`src/rtl/tkc_regs.vh`:
```
// Register map, field positions and timing constants of the touch-key core
`ifndef TKC_REGS_VH
`define TKC_REGS_VH
`define TKC_NKEYS        24
`define TKC_KW           5
`define TKC_ADR_CTRL     8'h00
`define TKC_ADR_STATUS   8'h04
`define TKC_ADR_KEYEN    8'h08
`define TKC_ADR_ACTIVE   8'h0c
`define TKC_ADR_CALBUSY  8'h10
`define TKC_ADR_CALERR   8'h14
`define TKC_ADR_STERR    8'h18
`define TKC_ADR_LIMSEL   8'h1c
`define TKC_ADR_LIMDAT   8'h20
`define TKC_ADR_CMD      8'h24
`define TKC_CMD_FRESET   8'h04
`define TKC_CMD_LASTCMD  8'h0f
`define TKC_CTRL_MOD     0
`define TKC_ST_INIT      0
`define TKC_ST_READY     1
`define TKC_ST_DETECT    2
`define TKC_ST_ERR       3
`define TKC_ST_CAL       4
`define TKC_ST_CHIRP     5
`define TKC_KEYEN_RST    24'hffffff
`define TKC_CAL_TRIES    3'h5
`define TKC_CLK_MHZ      100
`define TKC_INIT_US      4000
`define TKC_INITMOD_US   22000
`define TKC_RSTPIN_US    10
`define TKC_STEST_US     1000000
`define TKC_RSTPIN_CYC   (`TKC_RSTPIN_US * `TKC_CLK_MHZ)
`endif

```
`src/rtl/tkc_core.v`:
```
// Touch-key sequencer: reset, init, calibration, confirmation, self-test
//
// The register offsets and the Wishbone register port were decided locally.
`default_nettype none
`include "tkc_regs.vh"

module tkc_core #(
  parameter INIT_CYC    = `TKC_INIT_US * `TKC_CLK_MHZ,
  parameter INITMOD_CYC = `TKC_INITMOD_US * `TKC_CLK_MHZ,
  parameter STEST_CYC   = `TKC_STEST_US * `TKC_CLK_MHZ
) (
  input  wire        mclk,
  input  wire        srst,
  input  wire        rst_pin_n,
  input  wire        link_clk,
  input  wire [23:0] cross_in,
  input  wire [23:0] low_sig_in,
  input  wire [8:0]  fault_in,
  input  wire        sample_vld,
  input  wire        cal_ok,
  input  wire        wb_cyc_i,
  input  wire        wb_stb_i,
  input  wire        wb_we_i,
  input  wire [7:0]  wb_adr_i,
  input  wire [3:0]  wb_sel_i,
  input  wire [31:0] wb_dat_i,
  output reg  [31:0] wb_dat_o,
  output reg         wb_ack_o,
  output reg         ready_r,
  output reg         burst_r,
  output reg         chirp_r,
  output reg  [4:0]  key_sel_r,
  output reg         stest_slot_r,
  output reg  [23:0] active_r
);

  // ************************************************************
  // Reset sources
  // ************************************************************
  reg  [2:0]  rpin_s_r;
  reg         rpin_q_r;
  reg  [19:0] rlow_cnt_r;
  reg         pin_rst_r;
  reg         cmd_rst_r;
  wire        irst = srst | pin_rst_r | cmd_rst_r;

  always @(posedge mclk)
  begin
    rpin_s_r <= {rpin_s_r[1:0], rst_pin_n};
    if (srst)
    begin
      rpin_q_r   <= 1'b1;
      rlow_cnt_r <= 20'h00000;
      pin_rst_r  <= 1'b0;
    end
    else
    begin
      if (rpin_s_r[2] == rpin_s_r[1])
        rpin_q_r <= rpin_s_r[2];
      if (rpin_q_r)
        rlow_cnt_r <= 20'h00000;
      else if (rlow_cnt_r != 20'hfffff)
        rlow_cnt_r <= rlow_cnt_r + 20'h00001;
      // Full reset once low long enough, held until release
      pin_rst_r <= !rpin_q_r &&
                   (rlow_cnt_r >= `TKC_RSTPIN_CYC - 1);
    end
  end

  // ************************************************************
  // Link clock level sync (kept, but no logic reads lclk_q_r)
  // ************************************************************
  reg [2:0] lclk_s_r;
  reg       lclk_q_r;
  always @(posedge mclk)
  begin
    lclk_s_r <= {lclk_s_r[1:0], link_clk};
    if (srst)
      lclk_q_r <= 1'b1;
    else if (lclk_s_r[2] == lclk_s_r[1])
      lclk_q_r <= lclk_s_r[2];
  end

  // ************************************************************
  // Registers and bus slave
  // ************************************************************
  reg         mod_r;        // Setups modified flag survives internal reset
  reg  [23:0] keyen_r;
  reg  [4:0]  lim_sel_r;
  reg  [3:0]  inner_lim_r [0:23];
  reg  [3:0]  outer_lim_r [0:23];
  reg  [23:0] calbusy_r;
  reg  [23:0] calerr_r;
  reg  [23:0] sterr_r;
  reg  [23:0] lowsig_r;
  reg  [7:0]  last_cmd_r;
  reg  [7:0]  cmd_prev_r;
  reg         init_done_r;
  reg         cal_done_r;
  wire        wb_hit = wb_cyc_i & wb_stb_i & !wb_ack_o;
  wire        wb_wr  = wb_hit & wb_we_i & wb_sel_i[0];
  wire        any_err = |{calerr_r, sterr_r, lowsig_r};
  integer     i;

  always @(posedge mclk)
  begin
    if (srst)
      mod_r <= 1'b0;
    else if (wb_wr && wb_adr_i == `TKC_ADR_CTRL)
      mod_r <= wb_dat_i[`TKC_CTRL_MOD];
  end

  always @(posedge mclk)
  begin
    if (irst)
    begin
      wb_ack_o   <= 1'b0;
      wb_dat_o   <= 32'h00000000;
      keyen_r    <= `TKC_KEYEN_RST;
      lim_sel_r  <= 5'h00;
      cmd_rst_r  <= 1'b0;
      last_cmd_r <= 8'h00;
      cmd_prev_r <= 8'h00;
      for (i = 0; i < `TKC_NKEYS; i = i + 1)
      begin
        inner_lim_r[i] <= 4'h1;
        outer_lim_r[i] <= 4'h1;
      end
    end
    else
    begin
      wb_ack_o <= wb_hit;
      if (wb_wr)
      begin
        case (wb_adr_i)
          `TKC_ADR_KEYEN:
            keyen_r <= wb_dat_i[23:0];
          `TKC_ADR_LIMSEL:
            lim_sel_r <= wb_dat_i[4:0];
          `TKC_ADR_LIMDAT:
            if (lim_sel_r < `TKC_NKEYS)
            begin
              inner_lim_r[lim_sel_r] <= wb_dat_i[3:0];
              outer_lim_r[lim_sel_r] <= wb_dat_i[7:4];
            end
          `TKC_ADR_CMD:
          begin
            // Return-last-command answers the previous code inverted
            if (wb_dat_i[7:0] == `TKC_CMD_LASTCMD)
              last_cmd_r <= ~cmd_prev_r;
            else
              last_cmd_r <= wb_dat_i[7:0];
            cmd_prev_r <= wb_dat_i[7:0];
            if (wb_dat_i[7:0] == `TKC_CMD_FRESET)
              cmd_rst_r <= 1'b1;
          end
          default:
            last_cmd_r <= last_cmd_r;
        endcase
      end
      wb_dat_o <= 32'h00000000;
      if (wb_hit && !wb_we_i)
      begin
        case (wb_adr_i)
          `TKC_ADR_CTRL:    wb_dat_o <= {31'h0, mod_r};
          `TKC_ADR_STATUS:  wb_dat_o <= {26'h0, chirp_r, |calbusy_r,
                                         any_err, |active_r,
                                         ready_r, init_done_r};
          `TKC_ADR_KEYEN:   wb_dat_o <= {8'h00, keyen_r};
          `TKC_ADR_ACTIVE:  wb_dat_o <= {8'h00, active_r};
          `TKC_ADR_CALBUSY: wb_dat_o <= {8'h00, calbusy_r};
          `TKC_ADR_CALERR:  wb_dat_o <= {8'h00, calerr_r};
          `TKC_ADR_STERR:   wb_dat_o <= {8'h00, sterr_r};
          `TKC_ADR_LIMSEL:  wb_dat_o <= {27'h0, lim_sel_r};
          `TKC_ADR_LIMDAT:  wb_dat_o <= (lim_sel_r < `TKC_NKEYS) ?
                              {24'h0, outer_lim_r[lim_sel_r],
                               inner_lim_r[lim_sel_r]} : 32'h0;
          `TKC_ADR_CMD:     wb_dat_o <= {24'h0, last_cmd_r};
          default:          wb_dat_o <= 32'h00000000;
        endcase
      end
    end
  end

  // ************************************************************
  // Init timer
  // ************************************************************
  reg [31:0] init_cnt_r;
  wire [31:0] init_end = mod_r ? INITMOD_CYC : INIT_CYC;
  always @(posedge mclk)
  begin
    if (irst)
    begin
      init_cnt_r  <= 32'h00000000;
      init_done_r <= 1'b0;
    end
    else if (!init_done_r)
    begin
      init_cnt_r <= init_cnt_r + 32'h00000001;
      if (init_cnt_r >= init_end - 32'h00000001)
        init_done_r <= 1'b1;
    end
  end

  // ************************************************************
  // Scan sequencer
  // ************************************************************
  localparam S_IDLE  = 2'h0;
  localparam S_BURST = 2'h1;
  localparam S_TEST  = 2'h2;

  reg [1:0]  state_r;
  reg [3:0]  inner_cnt_r [0:23];
  reg [3:0]  outer_cnt_r [0:23];
  reg [23:0] stepped_r;
  reg [2:0]  tries_r [0:23];
  reg [31:0] st_cnt_r;
  wire [3:0] ic = inner_cnt_r[key_sel_r] + 4'h1;
  integer    n;

  // Lowest enabled key at or above k, or 31 when none remain
  function [4:0] next_key;
    input [23:0] en;
    input [5:0]  k;
    integer j;
    begin
      next_key = 5'h1f;
      for (j = `TKC_NKEYS - 1; j >= 0; j = j - 1)
        if (en[j] && j >= k)
          next_key = j[4:0];
    end
  endfunction

  wire [4:0] first_key = next_key(keyen_r, 6'h00);
  wire [4:0] nxt_key   = next_key(keyen_r, {1'b0, key_sel_r} + 6'h01);
  wire       cur_cross = cross_in[key_sel_r];

  always @(posedge mclk)
  begin
    if (irst)
    begin
      state_r      <= S_IDLE;
      key_sel_r    <= 5'h00;
      burst_r      <= 1'b0;
      chirp_r      <= 1'b1;
      stest_slot_r <= 1'b0;
      active_r     <= 24'h000000;
      calbusy_r    <= 24'h000000;
      calerr_r     <= 24'h000000;
      sterr_r      <= 24'h000000;
      lowsig_r     <= 24'h000000;
      stepped_r    <= 24'h000000;
      cal_done_r   <= 1'b0;
      ready_r      <= 1'b0;
      st_cnt_r     <= 32'h00000000;
      for (n = 0; n < `TKC_NKEYS; n = n + 1)
      begin
        inner_cnt_r[n] <= 4'h0;
        outer_cnt_r[n] <= 4'h0;
        tries_r[n]     <= 3'h0;
      end
    end
    else
    begin
      chirp_r <= 1'b1;
      ready_r <= init_done_r & cal_done_r;
      st_cnt_r <= st_cnt_r + 32'h00000001;
      calbusy_r <= calbusy_r & keyen_r;
      lowsig_r <= lowsig_r | (low_sig_in & keyen_r);
      case (state_r)
        S_IDLE:
          if (init_done_r && first_key != 5'h1f)
          begin
            if (!cal_done_r && calbusy_r == 24'h0 &&
                calerr_r == 24'h0)
              calbusy_r <= keyen_r;
            key_sel_r <= first_key;
            burst_r   <= 1'b1;
            stepped_r <= 24'h000000;
            state_r   <= S_BURST;
          end
        S_BURST:
          if (sample_vld)
          begin
            if (calbusy_r[key_sel_r])
            begin
              if (cal_ok)
                calbusy_r[key_sel_r] <= 1'b0;
              else if (tries_r[key_sel_r] == `TKC_CAL_TRIES - 3'h1)
              begin
                calbusy_r[key_sel_r] <= 1'b0;
                calerr_r[key_sel_r]  <= 1'b1;
              end
              else
                tries_r[key_sel_r] <= tries_r[key_sel_r] + 3'h1;
              key_sel_r <= nxt_key;
            end
            else if (!cur_cross)
            begin
              inner_cnt_r[key_sel_r] <= 4'h0;
              outer_cnt_r[key_sel_r] <= 4'h0;
              active_r[key_sel_r]    <= 1'b0;
              key_sel_r <= nxt_key;
            end
            else if (ic < inner_lim_r[key_sel_r])
              inner_cnt_r[key_sel_r] <= ic;
            else
            begin
              inner_cnt_r[key_sel_r] <= 4'h0;
              if (!stepped_r[key_sel_r])
              begin
                stepped_r[key_sel_r] <= 1'b1;
                if (outer_cnt_r[key_sel_r] + 4'h1 >=
                    outer_lim_r[key_sel_r])
                  active_r[key_sel_r] <= cal_done_r;
                else
                  outer_cnt_r[key_sel_r] <=
                    outer_cnt_r[key_sel_r] + 4'h1;
              end
              key_sel_r <= nxt_key;
            end
            if (nxt_key == 5'h1f &&
                (calbusy_r[key_sel_r] || !cur_cross ||
                 ic >= inner_lim_r[key_sel_r]))
            begin
              burst_r      <= 1'b0;
              stest_slot_r <= 1'b1;
              state_r      <= S_TEST;
            end
          end
        S_TEST:
        begin
          // Every scan runs the full set, far inside the 1 s bound
          if (|fault_in)
            sterr_r <= sterr_r | keyen_r;
          st_cnt_r     <= 32'h00000000;
          stest_slot_r <= 1'b0;
          if (calbusy_r == 24'h0)
            cal_done_r <= 1'b1;
          state_r <= S_IDLE;
        end
        default:
          state_r <= S_IDLE;
      endcase
      // Forced test slot when scans stall, e.g. no key enabled
      if (st_cnt_r >= STEST_CYC - 1 && state_r != S_TEST)
      begin
        burst_r      <= 1'b0;
        stest_slot_r <= 1'b1;
        state_r      <= S_TEST;
      end
    end
  end

endmodule // tkc_core
`default_nettype wire

```
`config.mk`:
```
export PLATFORM = sky130hd
export DESIGN_NAME = tkc_core
export DESIGN_NICKNAME = d
export VERILOG_FILES = /design/src/rtl/tkc_core.v
export VERILOG_INCLUDE_DIRS = /design/src /design/src/rtl
export SDC_FILE = /design/constraint.sdc
export NUM_CORES = 2
export LEC_CHECK = 0
export BUFFER_PORTS_ARGS = -buffer_cell sky130_fd_sc_hd__buf_2
export CORE_MARGIN = 2
export CORE_UTILIZATION = 25
export CTS_CLUSTER_SIZE = 40
export DETAILED_ROUTE_END_ITERATION = 12
export GPL_ROUTABILITY_DRIVEN = 0
export PLACE_DENSITY = 0.41
export SETUP_SLACK_MARGIN = 0.15
export SLEW_MARGIN = 10
export SYNTH_ARGS = -nofsm -noshare
export SYNTH_HDL_FRONTEND = slang
export SYNTH_SLANG_ARGS = --single-unit
```
`constraint.sdc`:
```
create_clock -name mclk -period 14.4 [get_ports mclk]
set_input_delay 1.44 -clock mclk [delete_from_list [all_inputs] [get_ports mclk]]
set_output_delay 1.44 -clock mclk [all_outputs]
set_load 0.005 [all_outputs]
```
==> flow_summary.json <==
{
  "outcome": "finished clean",
  "start_util_pct": 25.2,
  "drive_gt1_share_pct": 19.3,
  "crit_path_cell_trace": "buf_4 -> buf_4 -> mux4_2 -> mux4_2 -> mux2_2 -> nand2_1 -> nor2_1 -> xor2_1 -> inv_1 -> ha_1 -> nand2_1 -> o21ai_0 -> o211a_1 -> a21o_1 -> nand2_1 -> o21ai_0",
  "ant_nets": 0,
  "postCtsHoldBufs": 0,
  "switchingPower_mw": 1.26,
  "cp.required_ps": 14740,
  "grt_pass1_wl_um": 202000,
  "power_density_nw_per_um2": 114,
  "grt-ovfl-total": 0,
  "max_slew.worst_pin.slew_ps": 1110,
  "final_cell_mix": "edfxtp_1 (608), nor2_1 (581), dfxtp_1 (317), mux4_2 (288), a21oi_1 (214)",
  "cts_max_level": 3,
  "power.internal_mw": 4.46,
  "gr-usage-met1_pct": 21.2,
  "setup.worst_path.class": "reg2reg",
  "ys_types": 78,
  "ys_ff_latch": 935,
  "drt_pass1_iterations": 7,
  "syn_inst": 3511,
  "via_count": 29100,
  "final_nets": 3823,
  "slew-limit-headroom_pct": 25.2,
  "synth_top_area_share_pct": 42.0,
  "cp-end-kind": "flop",
  "cp_slowest_stage_delay_ps": 820,
  "hpwl_um": 92900,
  "cellLeakagePower_nw": 16.6,
  "cap_viol_max_count": 0,
  "clk_latency_ps": 720,
  "path_clk_slew_ps": 60,
  "fp.dieArea_um2": 177000,
  "cts-resized-gates": 0,
  "io_pins": 176,
  "grt.busiest_layer": "met2",
  "period_share_pct": 48.0,
  "clock-sinks": 935,
  "ys_warn_count": 0,
  "nFillCells": 17700,
  "dieHeight_um": 421,
  "clockBufferDepth": 3,
  "met3_usage_pct": 2.28,
  "cts-root-buf": "clkbuf_16",
  "dp_slack_ps": 7460,
  "port_buffers": 154,
  "max_freq_mhz": 145,
  "rsz0062_at_grt": "false",
  "fin_cells": 6076,
  "peakVddDrop_mv": 0.0883,
  "area_delta_synth_final_pct": 15.8,
  "synth_edf_count": 608,
  "utilization_pct": 29.2,
  "setup_ws_ps": 7480,
  "synth_area_leaders": "edfxtp_1 (42%), dfxtp_1 (15%), mux4_2 (15%)",
  "slowest_stage": "o21ai_0",
  "finalHoldViolCount": 0,
  "fin_setup_tns_ps": 0,
  "viasPerCell": 4.79,
  "p_comb_share_pct": 3.1,
  "grtUsageMet2_pct": 25.4,
  "cpMostUsedCell": "nand2_1",
  "cts_tree": "done",
  "seqPwrFrac_pct": 51.4,
  "min_period_ps": 6920,
  "dp_cells": 5888,
  "p_clk_share_pct": 45.5,
  "synth_ff_type": "edfxtp_1",
  "drc_errors": 0,
  "dr.first_iter.drc_count": 2477,
  "grt_max_degree": 91,
  "crit_fanout": 42,
  "die_w_um": 421,
  "grt_pass1_vias": 28900,
  "reg2reg_slack_ps": 7480,
  "synth_area_um2": 43400,
  "yosys.area.top_type": "edfxtp_1",
  "seq_area_frac_synth_pct": 57.1,
  "syn_avg_cell_area_um2": 12.4,
  "cts_buffers": 102,
  "row_count": 152,
  "setup_viol": 0,
  "cp.arrival_ps": 7260,
  "hold_class": "reg2reg",
  "skew_ps": 25.2,
  "coreArea_um2": 172000,
  "cts_setup_buffers": 0,
  "drv_slew": 0,
  "antenna_found_initial": 4,
  "post_drt_wl_per_cell_um": 22.6,
  "mostFrequentLayoutCell": "edfxtp_1",
  "p_sw_share_pct": 22.0,
  "grt_usage_pct": 15.3,
  "totalWireLength_um": 137000,
  "synthArstFlopShare_pct": 0,
  "cp-start-kind": "flop"
}
[through the flow]
step	area (um^2)	total power, mW	hold WS [ps]
finish	50300	5.72	329
global route	50300	5.91	342
CTS	50300	5.79	335
detailed placement	47100	3.18	321
global placement	47100	3.17	322
floorplan	43800	3.09	310
[final cells by class]
type | instances | area, um^2 | share of cell area [%]
Sequential cell | 935 | 24800 | 49.3
Multi-Input combinational cell | 2368 | 17800 | 35.4
Tap cell | 2310 | 2890 | 5.74
Clock buffer | 137 | 2830 | 5.62
Timing Repair Buffer | 243 | 1450 | 2.88
Clock inverter | 49 | 407 | 0.808
Inverter | 32 | 120 | 0.239
Antenna cell | 2 | 5.00 | 0.00995
[layer usage]
layer | wire (um) | up-vias | share of wire (%)
met2 | 66900 | 671 | 49
met1 | 61800 | 14800 | 45
met4 | 2620 | 2 | 1.9
met3 | 5880 | 167 | 4.3
met5 | 7 | - | 0.0051
li1 | - | 13400 | -
[cell families after synthesis]
group / Yosys count / share of synthesized area (%)
compound gates: 522 / 7.35
xor+xnor: 78 / 1.59
fa+ha+maj: 31 / 0.893
buf+inv: 303 / 2.90
flops: 935 / 57.1
mux: 336 / 16.1
other cells: 2 / 0.0173
simple gates: 1304 / 14.1
[sequential cells by signal, indices dropped and copies added (netlist names), 32 cells and up, named ones only]
name         flops
inner_cnt_r    128
outer_cnt_r    128
st_cnt_r        32
outer_lim_r    128
inner_lim_r    128
init_cnt_r      32
tries_r         96
[critical path: cells and delay by family (launching register included)]
family | cells | cell delay [ps]
multiplexers | 3 | 1220
adder cells (fa/ha/maj) | 1 | 330
flip-flops | 1 | 650
XOR/XNOR | 1 | 320
AND/OR/NAND/NOR | 4 | 820
buffers and inverters | 3 | 1420
AO/OA/AOI/OAI | 4 | 1700
[cells in the mapped netlist, drive strengths merged (35+ instances only)]
| cell | instances |
|---|---|
| nor4 | 48 |
| and2 | 157 |
| or3 | 56 |
| a21oi | 214 |
| dfxtp | 327 |
| edfxtp | 608 |
| mux2i | 39 |
| a22oi | 40 |
| mux4 | 288 |
| nor2 | 584 |
| nand3 | 82 |
| buf | 77 |
| xor2 | 50 |
| o21ai | 107 |
| nand2 | 214 |
| o211ai | 35 |
| clkbuf | 194 |
[path summary, 6_finish.rpt]
kind,to,start,cells after the start
max,outer_cnt_r[21][1],flop,16
min,rpin_s_r[1],rpin_s_r[0],0
max reg2reg,outer_cnt_r[21][1],flop,16
min reg2reg,rpin_s_r[1],rpin_s_r[0],0
[power by group through the flow]
stage          logic (mW)  registers (mW)  clock network [mW]
2_1_floorplan       0.106            2.99                   0
3_3_place_gp        0.176            3.00                   0
3_5_place_dp        0.177            3.00                   0
4_1_cts             0.178            2.94                2.67
5_1_grt             0.190            2.95                2.77
6_report            0.175            2.94                2.60
Power figures use the tool's default switching activity.
